===== src/pkg/mrs_pkg.sv =====
// Constants shared by the query handler and its check-code engine.
// Assumes a byte-wide receiver and transmitter on the same clock as the handler.
// What this block does
// Read request: start address, up to sixteen registers
// Read words returned in ascending address order
// Master sends address, function, start, count, check
// Read reply: address, function, byte count, words
// Master reads both halves together
// Single write stores value, echoes request unchanged
// Master sends address, function, register, value, check
// Master writes paired halves with multi-write; the handler answers function 10h with exception 01h
// Diagnosis supports only sub-function zero
// Diagnosis reply is identical to the query
// Failed single write answers exception code 04h
// Exception function equals query function plus 80h
// Nonzero diagnosis sub-function gets exception 01h
// Zero or oversized register count gets 03h
// Bad check field discards query silently
// Check field sent low byte first
package mrs_pkg;
  localparam logic [7:0]  MRS_FC_READ       = 8'h03;
  localparam logic [7:0]  MRS_FC_WRITE      = 8'h06;
  localparam logic [7:0]  MRS_FC_DIAG       = 8'h08;
  localparam logic [7:0]  MRS_EXC_FLAG      = 8'h80;
  localparam logic [7:0]  MRS_EXC_BAD_FUNC  = 8'h01;
  localparam logic [7:0]  MRS_EXC_BAD_DATA  = 8'h03;
  localparam logic [7:0]  MRS_EXC_SLAVE_ERR = 8'h04;
  localparam logic [7:0]  MRS_BCAST_ADDR    = 8'h00;
  localparam logic [15:0] MRS_DIAG_ECHO_SUB = 16'h0000;
  localparam logic [15:0] MRS_CRC_INIT      = 16'hffff;
  localparam logic [15:0] MRS_CRC_POLY      = 16'ha001;
  localparam int          MRS_MAX_REGS      = 16;
  localparam int          MRS_QRY_LEN       = 8;
  localparam int          MRS_MIN_LEN       = 4;
  localparam int          MRS_MAX_FRAME     = 256;
  localparam logic [5:0]  MRS_ECHO_LEN      = 6'h08;
  localparam logic [5:0]  MRS_EXC_LEN       = 6'h05;
  localparam logic [5:0]  MRS_RD_HDR_LEN    = 6'h05;

  typedef enum logic [1:0] {MRS_M_ECHO, MRS_M_EXC, MRS_M_READ} mrs_mode_t;
  typedef enum logic [2:0] {MRS_S_IDLE, MRS_S_RD, MRS_S_WR, MRS_S_SEND} mrs_state_t;
endpackage


===== src/pkg/mrs_crc_if.sv =====
// Carrier between the handler and one check-code engine.
// Assumes the user side drives clear, enable and byte in the handler's clock.
interface mrs_crc_if;
  logic       clr;
  logic       en;
  logic [7:0] data;
  logic [15:0] crc;

  modport eng  (input clr, input en, input data, output crc);
  modport user (output clr, output en, output data, input crc);
endinterface


===== src/verilog/mrs_crc16.sv =====
// Byte-serial CRC-16 engine, one byte folded in per enabled cycle.
// Assumes clear and enable are never raised together; clear wins if they are.
module mrs_crc16
  import mrs_pkg::*;
(
  // Clock and reset
  input  wire logic clk_i,
  input  wire logic sys_rst_i,
  // Engine side of the carrier
  mrs_crc_if.eng    crc_if
);
  logic [15:0] crc_q;
  logic [15:0] crc_d;

  // Eight shift-and-fold steps unrolled by the loop
  function automatic logic [15:0] fold_byte(input logic [15:0] c, input logic [7:0] b);
    logic [15:0] r;
    r = c ^ {8'h00, b};
    for (int i = 0; i < 8; i++)
    begin
      if (r[0])
        r = (r >> 1) ^ MRS_CRC_POLY;
      else
        r = r >> 1;
    end
    return r;
  endfunction

  assign crc_d      = crc_if.clr ? MRS_CRC_INIT : (crc_if.en ? fold_byte(crc_q, crc_if.data) : crc_q);
  assign crc_if.crc = crc_q;

  // Running remainder
  always_ff @(posedge clk_i or posedge sys_rst_i)
  begin
    if (sys_rst_i)
      crc_q <= MRS_CRC_INIT;
    else
      crc_q <= crc_d;
  end
endmodule


===== src/verilog/mrs_func_handler.sv =====
// Slave query handler for read-registers, single write and diagnosis echo.
// Assumes a receiver that strobes bytes and flags end of frame on line silence,
// a transmitter with valid/ready, and a register store with request/ack.
module mrs_func_handler
  import mrs_pkg::*;
(
  // Clock and reset
  input  wire logic        clk_i,
  input  wire logic        sys_rst_i,
  // Station address
  input  wire logic [7:0]  slave_addr_i,
  // Received bytes from the serial receiver
  input  wire logic        rx_valid_i,
  input  wire logic [7:0]  rx_data_i,
  input  wire logic        rx_err_i,
  input  wire logic        rx_eof_i,
  // Response bytes to the serial transmitter
  output logic             tx_valid_o,
  output logic [7:0]       tx_data_o,
  input  wire logic        tx_ready_i,
  // Register store port
  output logic             reg_rd_o,
  output logic             reg_wr_o,
  output logic [15:0]      reg_addr_o,
  output logic [15:0]      reg_wdata_o,
  input  wire logic        reg_ack_i,
  input  wire logic        reg_err_i,
  input  wire logic [15:0] reg_rdata_i,
  // Status
  output logic             busy_o,
  output logic             drop_o
);
  mrs_crc_if rx_crc ();
  mrs_crc_if tx_crc ();

  mrs_crc16 u_rx_crc (.clk_i(clk_i), .sys_rst_i(sys_rst_i), .crc_if(rx_crc));
  mrs_crc16 u_tx_crc (.clk_i(clk_i), .sys_rst_i(sys_rst_i), .crc_if(tx_crc));

  mrs_state_t  state_q;
  mrs_mode_t   mode_q;
  logic [7:0]  qbuf_q [MRS_QRY_LEN];
  logic [15:0] rdbuf_q [MRS_MAX_REGS];
  logic [8:0]  rx_cnt_q;
  logic        rx_bad_q;
  logic        bcast_q;
  logic [7:0]  exc_q;
  logic [3:0]  rd_idx_q;
  logic [5:0]  tx_idx_q;
  logic [5:0]  tx_len_q;
  logic        tx_valid_q;
  logic [7:0]  tx_data_q;
  logic        reg_rd_q;
  logic        reg_wr_q;
  logic [15:0] reg_addr_q;
  logic        drop_q;
  logic        busy_q;

  // Query field decode; the echoed fields are read straight from the buffer
  wire logic        idle      = (state_q == MRS_S_IDLE);
  wire logic [7:0]  q_func    = qbuf_q[1];
  wire logic [15:0] q_start   = {qbuf_q[2], qbuf_q[3]};
  wire logic [15:0] q_word    = {qbuf_q[4], qbuf_q[5]};
  wire logic        len_ok    = (rx_cnt_q == 9'(MRS_QRY_LEN));
  wire logic        addr_hit  = (qbuf_q[0] == slave_addr_i) || (qbuf_q[0] == MRS_BCAST_ADDR);
  wire logic        crc_ok    = (rx_crc.crc == 16'h0000);  // Residue over data plus check bytes
  wire logic        frame_ok  = !rx_bad_q && (rx_cnt_q >= 9'(MRS_MIN_LEN)) && crc_ok && addr_hit;
  wire logic        eof_act   = idle && rx_eof_i && (rx_cnt_q != 9'h000);
  wire logic        qty_bad   = (q_word == 16'h0000) || (q_word > 16'(MRS_MAX_REGS));
  wire logic [3:0]  rd_last   = 4'(q_word - 16'h0001);

  // Receive path feeds its engine only while idle; the engine restarts per frame
  assign rx_crc.clr  = idle && rx_eof_i;
  assign rx_crc.en   = idle && rx_valid_i && !rx_eof_i;
  assign rx_crc.data = rx_data_i;

  // Outgoing byte selection
  wire logic        tx_load   = (state_q == MRS_S_SEND) && (!tx_valid_q || tx_ready_i) && (tx_idx_q < tx_len_q);
  wire logic        in_body   = (tx_idx_q < 6'(tx_len_q - 6'h02));
  wire logic [5:0]  rd_off    = 6'(tx_idx_q - 6'h03);
  wire logic [15:0] rd_word   = rdbuf_q[rd_off[4:1]];
  wire logic [7:0]  rd_byte   = rd_off[0] ? rd_word[7:0] : rd_word[15:8];
  wire logic [7:0]  exc_byte  = (tx_idx_q == 6'h00) ? qbuf_q[0] :
                                (tx_idx_q == 6'h01) ? (q_func | MRS_EXC_FLAG) : exc_q;
  wire logic [7:0]  body_byte;
  wire logic [7:0]  next_byte;

  // Exception header first, else the flagged function code would be lost to the echo path
  assign body_byte = (mode_q == MRS_M_EXC) ? exc_byte :
                     (tx_idx_q < 6'h02) ? qbuf_q[tx_idx_q[2:0]] :
                     (mode_q == MRS_M_ECHO) ? qbuf_q[tx_idx_q[2:0]] :
                     (tx_idx_q == 6'h02) ? {q_word[6:0], 1'b0} : rd_byte;
  // Check field goes out low byte first
  assign next_byte = in_body ? body_byte :
                     (tx_idx_q == 6'(tx_len_q - 6'h02)) ? tx_crc.crc[7:0] : tx_crc.crc[15:8];

  assign tx_crc.clr  = (state_q != MRS_S_SEND);
  assign tx_crc.en   = tx_load && in_body;
  assign tx_crc.data = body_byte;

  // Receive buffering; bytes beyond the query length are counted but not stored
  always_ff @(posedge clk_i or posedge sys_rst_i)
  begin
    if (sys_rst_i)
    begin
      rx_cnt_q <= 9'h000;
      rx_bad_q <= 1'b0;
      for (int i = 0; i < MRS_QRY_LEN; i++)
        qbuf_q[i] <= 8'h00;
    end
    else if (idle)
    begin
      if (rx_eof_i)
      begin
        rx_cnt_q <= 9'h000;
        rx_bad_q <= 1'b0;
      end
      else if (rx_valid_i)
      begin
        if (rx_cnt_q < 9'(MRS_QRY_LEN))
          qbuf_q[rx_cnt_q[2:0]] <= rx_data_i;
        if (rx_cnt_q != 9'h1ff)
          rx_cnt_q <= rx_cnt_q + 9'h001;
        if (rx_err_i || rx_cnt_q >= 9'(MRS_MAX_FRAME))
          rx_bad_q <= 1'b1;
      end
    end
  end

  // Query execution and response sequencing
  always_ff @(posedge clk_i or posedge sys_rst_i)
  begin
    if (sys_rst_i)
    begin
      state_q    <= MRS_S_IDLE;
      mode_q     <= MRS_M_ECHO;
      exc_q      <= 8'h00;
      bcast_q    <= 1'b0;
      rd_idx_q   <= 4'h0;
      tx_idx_q   <= 6'h00;
      tx_len_q   <= 6'h00;
      tx_valid_q <= 1'b0;
      tx_data_q  <= 8'h00;
      reg_rd_q   <= 1'b0;
      reg_wr_q   <= 1'b0;
      reg_addr_q <= 16'h0000;
      drop_q     <= 1'b0;
      busy_q     <= 1'b0;
      for (int i = 0; i < MRS_MAX_REGS; i++)
        rdbuf_q[i] <= 16'h0000;
    end
    else
    begin
      drop_q <= 1'b0;
      case (state_q)
        MRS_S_IDLE:
        begin
          tx_idx_q <= 6'h00;
          if (eof_act && !frame_ok)
            drop_q <= 1'b1;
          else if (eof_act)
          begin
            bcast_q <= (qbuf_q[0] == MRS_BCAST_ADDR);
            busy_q  <= 1'b1;
            state_q <= MRS_S_SEND;
            mode_q  <= MRS_M_EXC;
            tx_len_q <= MRS_EXC_LEN;
            if ((q_func == MRS_FC_READ || q_func == MRS_FC_WRITE || q_func == MRS_FC_DIAG) && !len_ok)
              exc_q <= MRS_EXC_BAD_DATA;
            else if (q_func == MRS_FC_READ && qty_bad)
              exc_q <= MRS_EXC_BAD_DATA;
            else if (q_func == MRS_FC_READ)
            begin
              state_q  <= MRS_S_RD;
              rd_idx_q <= 4'h0;
            end
            else if (q_func == MRS_FC_WRITE)
              state_q <= MRS_S_WR;
            else if (q_func == MRS_FC_DIAG && q_start != MRS_DIAG_ECHO_SUB)
              exc_q <= MRS_EXC_BAD_FUNC;
            else if (q_func == MRS_FC_DIAG)
            begin
              mode_q   <= MRS_M_ECHO;
              tx_len_q <= MRS_ECHO_LEN;
            end
            else
              exc_q <= MRS_EXC_BAD_FUNC;
          end
        end
        // One request per register, released for a cycle after each ack
        MRS_S_RD:
        begin
          if (!reg_rd_q)
          begin
            reg_rd_q   <= 1'b1;
            reg_addr_q <= 16'(q_start + {12'h000, rd_idx_q});
          end
          else if (reg_ack_i)
          begin
            reg_rd_q          <= 1'b0;
            rdbuf_q[rd_idx_q] <= reg_rdata_i;
            if (reg_err_i)
            begin
              state_q  <= MRS_S_SEND;
              mode_q   <= MRS_M_EXC;
              exc_q    <= MRS_EXC_SLAVE_ERR;
              tx_len_q <= MRS_EXC_LEN;
            end
            else if (rd_idx_q == rd_last)
            begin
              state_q  <= MRS_S_SEND;
              mode_q   <= MRS_M_READ;
              tx_len_q <= 6'(MRS_RD_HDR_LEN + {q_word[4:0], 1'b0});
            end
            else
              rd_idx_q <= rd_idx_q + 4'h1;
          end
        end
        MRS_S_WR:
        begin
          if (!reg_wr_q)
          begin
            reg_wr_q   <= 1'b1;
            reg_addr_q <= q_start;
          end
          else if (reg_ack_i)
          begin
            reg_wr_q <= 1'b0;
            state_q  <= MRS_S_SEND;
            mode_q   <= reg_err_i ? MRS_M_EXC : MRS_M_ECHO;
            exc_q    <= MRS_EXC_SLAVE_ERR;
            tx_len_q <= reg_err_i ? MRS_EXC_LEN : MRS_ECHO_LEN;
          end
        end
        // Broadcast queries are executed but never answered
        MRS_S_SEND:
        begin
          if (bcast_q)
          begin
            state_q <= MRS_S_IDLE;
            busy_q  <= 1'b0;
          end
          else if (tx_load)
          begin
            tx_valid_q <= 1'b1;
            tx_data_q  <= next_byte;
            tx_idx_q   <= tx_idx_q + 6'h01;
          end
          else if (!tx_valid_q || tx_ready_i)
          begin
            tx_valid_q <= 1'b0;
            state_q    <= MRS_S_IDLE;
            busy_q     <= 1'b0;
          end
        end
        default:
        begin
          state_q <= MRS_S_IDLE;
          busy_q  <= 1'b0;
        end
      endcase
    end
  end

  assign tx_valid_o  = tx_valid_q;
  assign tx_data_o   = tx_data_q;
  assign reg_rd_o    = reg_rd_q;
  assign reg_wr_o    = reg_wr_q;
  assign reg_addr_o  = reg_addr_q;
  assign reg_wdata_o = q_word;  // Held in the query buffer for the whole write
  assign busy_o      = busy_q;  // Own flop, set and cleared with every idle transition
  assign drop_o      = drop_q;
endmodule

===== config.mk =====
export PLATFORM = sky130hd
export DESIGN_NAME = mrs_func_handler
export DESIGN_NICKNAME = d
export VERILOG_FILES = /design/src/pkg/mrs_pkg.sv /design/src/pkg/mrs_crc_if.sv /design/src/verilog/mrs_crc16.sv /design/src/verilog/mrs_func_handler.sv
export SDC_FILE = /design/constraint.sdc
export NUM_CORES = 1
export LEC_CHECK = 0
export BUFFER_PORTS_ARGS = -buffer_cell sky130_fd_sc_hd__clkbuf_2
export CORE_ASPECT_RATIO = 0.75
export CORE_MARGIN = 2
export CORE_UTILIZATION = 45
export CTS_CLUSTER_DIAMETER = 100
export CTS_CLUSTER_SIZE = 12
export DETAILED_ROUTE_END_ITERATION = 12
export HOLD_SLACK_MARGIN = 0.08
export PLACE_DENSITY_LB_ADDON = 0.2
export SYNTH_ARGS = -nofsm -noshare
export SYNTH_HDL_FRONTEND = slang
export SYNTH_HIERARCHICAL = 1
export SYNTH_SLANG_ARGS = --single-unit
export TNS_END_PERCENT = 10

===== constraint.sdc =====
create_clock -name clk_i -period 32.1 [get_ports clk_i]
set_clock_uncertainty 0.15 [all_clocks]
set_input_delay 3.21 -clock clk_i [delete_from_list [all_inputs] [get_ports clk_i]]
set_output_delay 3.21 -clock clk_i [all_outputs]
set_load 0.03 [all_outputs]

==> flow_metrics.tcl, run 1 <==
set metrics [dict create \
    max_slew_margin 0.0571 \
    cts_root_buf "clkbuf_16" \
    synthArstFlopShare 1.00 \
    max_freq_ghz 0.174 \
    synth-main-ff-cell "dfrtp_1" \
    rows 69 \
    vias 14267 \
    drc 0 \
    crit_type "flip-flop to flip-flop" \
    insertion_delay_ns 0.56 \
    p_sw_frac 0.361 \
    setup_tns_ns 0 \
    die_area_mm2 0.0493 \
    place_ws_ns 26.10 \
    postRouteAntennaNets 0 \
    layout.nets 1851 \
    cts.sinks 415 \
    antenna_cells 0 \
    ys_seq_area_frac 0.488 \
    wl_mm 57.7 \
    switchingPower_uw 694 \
    start_util 0.453 \
    max_cap_viol_count 0 \
    rsz0062_at_grt "no" \
    ctsHoldBuffers 0 \
    grt.overflow.total 0 \
    start_kind "flip-flop" \
    numCtsBuffers 40 \
    hpwl_mm 38.2 \
    hold_path.class "flip-flop to flip-flop" \
    crit_required_ns 32.43 \
    cts_resized 0 \
    cts_buffer_depth 3 \
    grt_pass1_wl_mm 88.4 \
    netlist_area_mm2 0.0214 \
    finalHoldViolCount 0 \
    fin_util 0.496 \
    worstPathArrival_ns 6.09 \
    place_area_mm2 0.0223 \
    path_max_fanout 29 \
    via_per_inst 5.87 \
    seqPwrFrac 0.411 \
    nFillCells 4224 \
    leakagePower_nw 10.5 \
    setup-violations-final 0 \
    p_clk_frac 0.222 \
    die_h_um 193 \
    synth_area_leaders "dfrtp_1 45%, mux2_2 17%, mux4_2 7.4%" \
    tightest_slew_ns 1.41 \
    grt_pass1_vias 14044 \
    first_pass_iters 8 \
    portBuffers 84 \
    ys_seq_elements 415 \
    yosysTopAreaCell "dfrtp_1" \
    period_share 0.179 \
    cts_tree "done" \
    io_pins 85 \
    syn_to_final_growth_pct 9.45 \
    antenna_found_initial 0 \
    syn_area_per_cell_um2 12.3 \
    ys_warn_count 6 \
    grt_usage 0.236 \
    vdd_ir_drop_max_v 0.0000548 \
    internal_power_mw 1.23 \
    fin_ws_ns 26.35 \
    routabilityCongestion 0.882 \
    synth_enable_flop_cells 0 \
    period_minus_slack_ns 5.75 \
    maxSlewViolCount 0 \
    endpoint_kind "flip-flop" \
    core_mm2 0.0471 \
    post-synth-top-area-fraction 0.449 \
    post_cts_buffers 0 \
    path_clk_slew_ns 0.06 \
    design_area_mm2 0.0234 \
    synth_fp_nets 1808 \
    power-per-cell-area_mw_per_mm2 82.3 \
    h-tree-depth 2 \
    fp.dieW_um 256 \
    outcome "finished, final reports clean" \
    first_iter_violations 1300 \
    drive_gt1_frac 0.360 \
    ys_types 79 \
    comb_power_share 0.366 \
    syn_inst 1732 \
    wl_per_cell_um 23.8 \
    grt_max_degree 108 \
]
registers in the layout (all words and copies together), names as in the netlist:
register	count
qbuf_q	24
rx_bad_q	1
tx_valid_o	1
mode_q	2
u_tx_crc/crc_if.crc	16
rdbuf_q	256
state_q	2
rd_idx_q	4
bcast_q	1
rx_cnt_q	9
tx_len_q	6
busy_o	1
reg_wr_o	1
tx_data_o	8
q_func	8
q_start	16
reg_addr_o	16
tx_idx_q	6
exc_q	3
reg_wdata_o	16
u_rx_crc/crc_if.crc	16
reg_rd_o	1
drop_o	1
area by class of cell:
type | count | area, um^2 | share of cell area
Timing Repair Buffer | 117 | 668 | 0.0286
Multi-Input combinational cell | 1162 | 10300 | 0.438
Tap cell | 639 | 800 | 0.0342
Clock buffer | 54 | 1050 | 0.0450
Inverter | 39 | 155 | 0.00663
Clock inverter | 3 | 32.5 | 0.00139
Sequential cell | 415 | 10400 | 0.446
cells in the final DEF, fill, tap and decap left out, drive strengths merged, types with 7 or more instances in the layout:
cell type,instances
clkbuf,138
dfrtp,383
nor4,18
a21oi,48
nand2b,7
o21ai,68
xnor2,62
nor2,80
mux2,326
nand3,40
or2,17
o22ai,12
inv,39
nand4,23
xor2,21
mux4,72
dfstp,32
a22oi,7
and3,22
nand2,142
a21o,7
nor2b,21
ha,35
buf,33
mux2i,34
nor3,21
a211o,12
cells in the mapped netlist, types with 12 or more instances:
cell / count
nor2b_1: 21
inv_1: 37
nor4_1: 17
mux2_2: 326
xor2_1: 19
o21ai_0: 56
clkbuf_1: 59
a21oi_1: 47
nor2_1: 78
ha_1: 35
xnor2_1: 61
o22ai_1: 12
mux4_2: 70
nand2_1: 142
a211o_1: 12
buf_4: 21
or2_2: 16
mux2i_1: 34
buf_2: 24
nand4_1: 23
nor3_1: 19
dfstp_2: 32
dfrtp_1: 383
nand3_1: 38
and3_1: 22
cell families (layout without fill, tap and decap cells):
kind of cell    after synthesis  after routing  synth area share
mux                         432            432             0.264
simple gates                417            417            0.0969
flops                       415            415             0.488
compound gates              192            192            0.0563
buf+inv                     155            213            0.0347
xor+xnor                     85             85            0.0389
fa+ha+maj                    36             36            0.0214
path summary, 6_finish.rpt:
check / slack [ns] / end / depth (start not counted) / start
worst max-delay path: 26.35 / u_tx_crc/crc_if.crc[15] / 16 / tx_idx_q[1]
min in group asynchronous: 2.65 / rx_bad_q / 2 / sys_rst_i
worst min-delay path: 0.33 / reg_addr_o[13] / 2 / reg_addr_o[13]
worst min register to register: 0.33 / reg_addr_o[13] / 2 / reg_addr_o[13]
max in group asynchronous: 26.78 / rdbuf_q[27] / 4 / sys_rst_i
worst max register to register: 26.35 / u_tx_crc/crc_if.crc[15] / 16 / tx_idx_q[1]
layer usage:
metal,wire length [um],part of all wire,global-route usage
met1,27900,0.48,0.359
met5,56,0.00097,0.00893
met4,1310,0.023,0.0657
met3,4340,0.075,0.0542
met2,24100,0.42,0.333
worst max-delay path, cell delays in order, from the launching register on:
cell	delay, ns
dfrtp_1	0.32
buf_4	0.37
inv_1	0.18
ha_1	0.31
buf_4	0.35
clkinv_2	0.61
buf_4	0.53
mux4_2	0.41
o22ai_1	0.07
or4_1	0.63
a21oi_1	0.17
or2_1	0.13
xor2_1	0.28
xnor2_1	0.21
xnor3_2	0.52
and3_1	0.19
nor3_1	0.17
power groups by stage:
| stage | Combinational [mW] | Sequential, mW | Clock, mW |
|---|---|---|---|
| 4_1_cts | 0.704 | 0.788 | 0.440 |
| 6_report | 0.705 | 0.791 | 0.428 |
| 3_3_place_gp | 0.689 | 0.791 | 0 |
| 3_5_place_dp | 0.699 | 0.796 | 0 |
| 2_1_floorplan | 0.546 | 0.761 | 0 |
| 5_1_grt | 0.766 | 0.808 | 0.460 |
per-stage QoR:
stage	cells	hold WS, ns	power (mW)
final	2429	0.333	1.92
after global placement	2372	0.310	1.48
after global routing	2429	0.362	2.03
after CTS	2429	0.336	1.93
after floorplan	1732	0.300	1.31
after detailed placement	2372	0.323	1.50
No activity file was read; power rests on OpenSTA's default activity.
==> run 2, diff against run 1 <==
--- a/config.mk
+++ b/config.mk
@@ -5,6 +5,7 @@
 export SDC_FILE = /design/constraint.sdc
 export NUM_CORES = 1
 export LEC_CHECK = 0
+export ABC_AREA = 1
 export BUFFER_PORTS_ARGS = -buffer_cell sky130_fd_sc_hd__clkbuf_2
 export CORE_ASPECT_RATIO = 0.75
 export CORE_MARGIN = 2
==> constraint.sdc (replaced) <==
create_clock -name clk_i -period 5.72 [get_ports clk_i]
set_clock_uncertainty 0.15 [all_clocks]
set_input_delay 0.572 -clock clk_i [delete_from_list [all_inputs] [get_ports clk_i]]
set_output_delay 0.572 -clock clk_i [all_outputs]
set_load 0.03 [all_outputs]
==> run 2 against run 1 <==
Synthesized area rose by 3.6%. Sequential share of layout area fell by 1.2 points. Clock-buffer cell count rose by 2. Register-to-register slack got worse by 25 ns. Synthesized cell count rose by 72%. Core utilization fell by 0.25 points. Combinational power rose to 7.1 times the previous value. Via count rose by 37%. Die area rose by 3.5%. Sequential cell count did not move. Cell area rose by 2.8%. Largest cell class unchanged.
==> flow_metrics.tcl, run 2 <==
set metrics [dict create \
    cts_resized 0 \
    die_area_mm2 0.0510 \
    finalHoldViolCount 0 \
    worstPathArrival_ns 4.84 \
    netlist_area_mm2 0.0221 \
    syn_to_final_growth_pct 8.60 \
    routabilityCongestion 0.929 \
    setup_tns_ns 0 \
    layout.nets 3051 \
    synthArstFlopShare 1.00 \
    max_freq_ghz 0.224 \
    grt_usage 0.264 \
    syn_inst 2984 \
    vdd_ir_drop_max_v 0.000361 \
    yosysMostFrequentCell "nand2_1" \
    max_cap_viol_count 0 \
    hold_path_depth 2 \
    numCtsBuffers 40 \
    yosys-top-cells-count "1,038 x nand2_1, 383 x dfrtp_1, 280 x o21ai_0, 238 x nor2_1, 215 x nand3_1" \
    setup-violations-final 0 \
    place_ws_ns 1.31 \
    hold_path.class "input pin to flip-flop" \
    hpwl_mm 42.7 \
    antenna_cells 0 \
    drive_gt1_frac 0.0849 \
    grt_pass1_wl_mm 106 \
    placed_cells 3579 \
    first_pass_iters 6 \
    via_per_inst 5.38 \
    drc 0 \
    io_pins 85 \
    start_kind "flip-flop" \
    leakagePower_nw 11.8 \
    power-per-cell-area_mw_per_mm2 499 \
    start_util 0.455 \
    holdWs_ns 0.127 \
    rows 70 \
    tightest_slew_ns 1.17 \
    cts_root_buf "clkbuf_16" \
    vias 19564 \
    top_register "rdbuf_q" \
    antenna_found_initial 0 \
    reg_top3 "rdbuf_q: 256 flops, qbuf_q: 24 flops" \
    syn_area_per_cell_um2 7.42 \
    ctsHoldBuffers 2 \
    cts_buffer_depth 3 \
    synth-main-ff-cell "dfrtp_1" \
    period_share 0.781 \
    synth_fp_nets 3060 \
    grt_pass1_vias 18637 \
    mostFrequentLayoutCell "nand2_1" \
    endpoint_kind "flip-flop" \
    die_h_um 196 \
    crit_type "flip-flop to flip-flop" \
    synth_enable_flop_cells 0 \
    rsz0062_at_grt "no" \
    wl_per_cell_um 18.1 \
    r2r_cells 27 \
    grt.overflow.total 0 \
    cts_tree "done" \
    ys_types 43 \
    maxSlewViolCount 0 \
    insertion_delay_ns 0.58 \
    largest_reg_flops 256 \
    post-synth-top-area-fraction 0.433 \
    post_cts_buffers 0 \
    layout.cells.non_filler 3639 \
    crit_required_ns 6.09 \
    fin_ws_ns 1.25 \
    outcome "finished, final reports clean" \
    portBuffers 84 \
    ys_seq_area_frac 0.471 \
    max_slew_margin 0.218 \
    path_max_fanout 52 \
    grt_max_degree 176 \
    wl_mm 65.9 \
    first_iter_violations 2036 \
    fp.dieW_um 260 \
    h-tree-depth 2 \
    yosysTopAreaCell "dfrtp_1" \
    cts.sinks 415 \
    path_clk_slew_ns 0.07 \
    ys_seq_elements 415 \
    core_mm2 0.0487 \
    final_cell_mix "1,037 x nand2_1, 383 x dfrtp_1, 280 x o21ai_0, 235 x nor2_1, 215 x nand3_1" \
    ys_warn_count 6 \
    postRouteAntennaNets 0 \
    period_minus_slack_ns 4.47 \
    synth_area_leaders "dfrtp_1 43%, nand2_1 18%, o21ai_0 6.3%" \
]
-- run 2: cell count changes in the layout (fill, tap and decap cells not counted), moves of 21 or more --
cell and delta:
nand2_1 +895, mux2_2 -326, o21ai_0 +225, nand3_1 +177
nor2_1 +169, inv_1 +168, a21oi_1 +149, mux4_2 -70
xnor2_1 -47, mux2i_1 -34, and3_1 -22, nand2_2 +21
nor2b_1 -21
-- run 2: worst paths after layout --
path | from | to | slack (ns)
hold / removal | rx_eof_i | rx_bad_q | 0.13
setup / recovery | tx_idx_q[0] | u_tx_crc/crc_if.crc[0] | 1.25
max in group asynchronous | sys_rst_i | reg_addr_o[10] | 3.45
setup reg to reg | tx_idx_q[0] | u_tx_crc/crc_if.crc[0] | 1.25
hold reg to reg | qbuf_q[12] | qbuf_q[12] | 0.33
min in group asynchronous | sys_rst_i | reg_rd_o | 0.45
-- run 2: cells by family after synthesis --
group                    synth area share
AND/OR/NAND/NOR                     0.295
AO/OA/AOI/OAI                       0.125
flip-flops                          0.471
buffers and inverters              0.0755
adder cells (fa/ha/maj)            0.0207
XOR/XNOR                           0.0128
-- run 2: cell type report --
type	count	area (um^2)
flip-flops and latches	415	10400
clock buffers	56	1100
inverters	221	833
multi-input cells	2177	10100
repair buffers	120	771
fillers	4803	24700
well taps	648	811
clock inverters	2	23.8
-- run 2: metal layers --
layer | track usage | vias to the layer above | routed length (um)
met3 | 0.0490 | 90 | 5380
met1 | 0.407 | 9266 | 31800
met4 | 0.0635 | 0 | 1300
li1 | - | 9556 | -
met2 | 0.381 | 652 | 27400
met5 | 0 | - | 0
-- run 2: critical path, cell delays in order, from the launching register on --
cell	delay (ns)
dfrtp_1	0.35
buf_4	0.44
clkinv_1	0.26
ha_4	0.31
inv_2	0.37
buf_12	0.32
nand2_1	0.08
nand2_1	0.07
nand2_1	0.06
nand3_1	0.12
nand3_1	0.15
nand3_1	0.18
nand3_1	0.15
nand2_1	0.10
nand2_1	0.12
nand2_1	0.13
inv_1	0.07
nand2_1	0.06
nand2_1	0.08
nand2_1	0.07
nand2_1	0.06
nand2_1	0.07
nand2_1	0.07
nand2_1	0.12
nand3_1	0.11
nand3_1	0.11
nand3_1	0.07
nand2_1	0.07
-- run 2: metrics by stage --
step                       util  power [mW]  cell area, um^2
final                     0.494        12.0            24000
after detailed placement  0.470        9.49            22900
after floorplan               -        8.12            22100
after global placement    0.470        9.36            22900
after CTS                 0.494        12.0            24000
after global routing      0.494        13.0            24000
-- run 2: power by group --
part	switching, mW	internal (mW)
combinational	3.42	1.58
sequential	0.702	3.80
clock	1.16	1.33
total	5.28	6.72
==> run 3, diff against run 2 <==
--- a/config.mk
+++ b/config.mk
@@ -5,7 +5,7 @@
 export SDC_FILE = /design/constraint.sdc
 export NUM_CORES = 1
 export LEC_CHECK = 0
-export ABC_AREA = 1
+export ABC_AREA = 0
 export BUFFER_PORTS_ARGS = -buffer_cell sky130_fd_sc_hd__clkbuf_2
 export CORE_ASPECT_RATIO = 0.75
 export CORE_MARGIN = 2
==> constraint.sdc (replaced) <==
create_clock -name clk_i -period 4.32 [get_ports clk_i]
set_clock_uncertainty 0.15 [all_clocks]
set_input_delay 0.432 -clock clk_i [delete_from_list [all_inputs] [get_ports clk_i]]
set_output_delay 0.432 -clock clk_i [all_outputs]
set_load 0.03 [all_outputs]
==> run 3 against run 2 <==
Routed wire length down 12%. Sequential share of layout area up 0.41 points. Largest cell class unchanged. Cell count down 32%. Power up 21%. Core utilization is 1.2 points higher. Via count is 27% lower. Critical path type unchanged.
==> flow_metrics.tcl, run 3 (same netlist as run 1, synthesis figures left out) <==
set metrics [dict create \
    largest_reg_flops 256 \
    vdd_ir_drop_max_v 0.000336 \
    grt_max_degree 133 \
    reg_top3 "rdbuf_q: 256 flops, qbuf_q: 24 flops" \
    route.met3.wl_mm 4.10 \
    postRouteAntennaNets 0 \
    worstPathArrival_ns 4.40 \
    antenna_cells 0 \
    numCtsBuffers 40 \
    nFillCells 4144 \
    comb_power_share 0.379 \
    wl_met2_mm 24.2 \
    top_register "rdbuf_q" \
    max_slew_margin 0.339 \
    setup_tns_ns 0 \
    wl_mm 58.1 \
    die_area_mm2 0.0493 \
    vias 14326 \
    drive_gt1_frac 0.376 \
    maxSlewViolCount 0 \
    start_util 0.453 \
    insertion_delay_ns 0.57 \
    routabilityCongestion 0.884 \
    fp.dieW_um 256 \
    leakagePower_nw 10.7 \
    syn_to_final_growth_pct 11.5 \
    crit_type "flip-flop to flip-flop" \
    top_layer "met4" \
    period_share 0.944 \
    h-tree-depth 2 \
    reg2reg_from "tx_idx_q[1]" \
    grt.overflow.total 0 \
    cts_root_buf "clkbuf_16" \
    seqPwrFrac 0.403 \
    cts_buffer_depth 3 \
    hp-start "rx_data_i[5]" \
    mostFrequentLayoutCell "dfrtp_1" \
    p_total_mw 14.5 \
    grt_usage 0.239 \
    grt_pass1_vias 14436 \
    antenna_found_initial 1 \
    first_iter_violations 1335 \
    cts.sinks 415 \
    die_h_um 193 \
    p_clk_frac 0.218 \
    switchingPower_mw 5.27 \
    final_cell_mix "383 x dfrtp_1, 326 x mux2_2, 142 x nand2_1, 84 x clkbuf_2, 70 x mux4_2" \
    power-per-cell-area_mw_per_mm2 610 \
    max_freq_ghz 0.245 \
    crit_required_ns 4.64 \
    met1_length_mm 28.8 \
    wl_per_cell_um 23.5 \
    first_pass_iters 5 \
    max_cap_viol_count 0 \
    internal_power_mw 9.27 \
    hold_path.class "input pin to flip-flop" \
    period_minus_slack_ns 4.08 \
    endpoint_kind "flip-flop" \
    layout.nets 1889 \
    portBuffers 84 \
    io_pins 85 \
    outcome "finished, final reports clean" \
    setup-violations-final 0 \
    via_per_inst 5.81 \
    hpwl_mm 40.0 \
    core_mm2 0.0471 \
    path_clk_slew_ns 0.07 \
    fin_util 0.505 \
    drc 0 \
    path_max_fanout 13 \
    startpoint "tx_idx_q[1]" \
    finalHoldViolCount 0 \
    rows 69 \
    holdWs_ns 0.171 \
    placed_cells 2402 \
    p_sw_frac 0.362 \
    cts_tree "done" \
    layout.cells.non_filler 2466 \
    start_kind "flip-flop" \
    grt_pass1_wl_mm 90.0 \
    tightest_slew_ns 0.992 \
]
run 3: per-layer routing:
metal | GRT usage | up-vias
met5 | 0 | -
met4 | 0.0513 | 0
met3 | 0.0502 | 71
met2 | 0.343 | 448
met1 | 0.371 | 7409
li1 | - | 6398
run 3: power by group through the flow:
stage | combinational, mW | sequential [mW] | clock [mW]
global placement | 5.32 | 5.88 | 0
finish | 5.50 | 5.86 | 3.17
CTS | 5.45 | 5.83 | 3.26
detailed placement | 5.40 | 5.89 | 0
floorplan | 4.06 | 5.66 | 0
global route | 6.00 | 5.99 | 3.41
run 3: critical path, cell delays in order (launching register included):
cell      delay [ns]
dfrtp_1         0.40
inv_1           0.09
ha_1            0.32
clkinv_2        0.08
buf_4           0.17
buf_4           0.22
mux4_1          0.35
nand2_1         0.11
a311oi_4        0.44
nand3_2         0.25
o21ai_2         0.27
xnor2_1         0.21
xnor2_1         0.19
xnor3_2         0.33
and3_1          0.18
nor3_1          0.21
run 3: final cells by class:
class | count | area [um^2] | area share
inverter | 39 | 151 | 0.00636
sequential | 415 | 10400 | 0.438
clock buffer | 53 | 1050 | 0.0441
timing repair buffer | 155 | 1040 | 0.0439
multi-input combinational | 1162 | 10300 | 0.433
clock inverter | 3 | 32.5 | 0.00137
tap | 639 | 800 | 0.0336
run 3: timing repair:
item	CTS	global route
setup endpoints to repair	3	5
gates resized for setup	2	10
setup buffers	0	3
hold endpoints to repair	18	0
hold buffers	5	0
pin swaps	0	1
run 3: worst paths after layout:
check | endpoint | slack [ns] | cells past startpoint
setup / recovery | u_tx_crc/crc_if.crc[14] | 0.24 | 15
min in group asynchronous | q_func[1] | 0.35 | 3
max in group asynchronous | rdbuf_q[104] | 2.59 | 4
hold reg to reg | reg_addr_o[9] | 0.33 | 2
hold / removal | q_start[13] | 0.17 | 3
setup reg to reg | u_tx_crc/crc_if.crc[14] | 0.24 | 15
run 3: stage by stage:
stage                     instance area (um^2)  setup slack, ns
after global routing                     23800          -0.0125
final                                    23800            0.243
after floorplan                          21400            -1.41
after detailed placement                 22600           -0.159
after CTS                                23700          -0.0495
after global placement                   22600          -0.0801
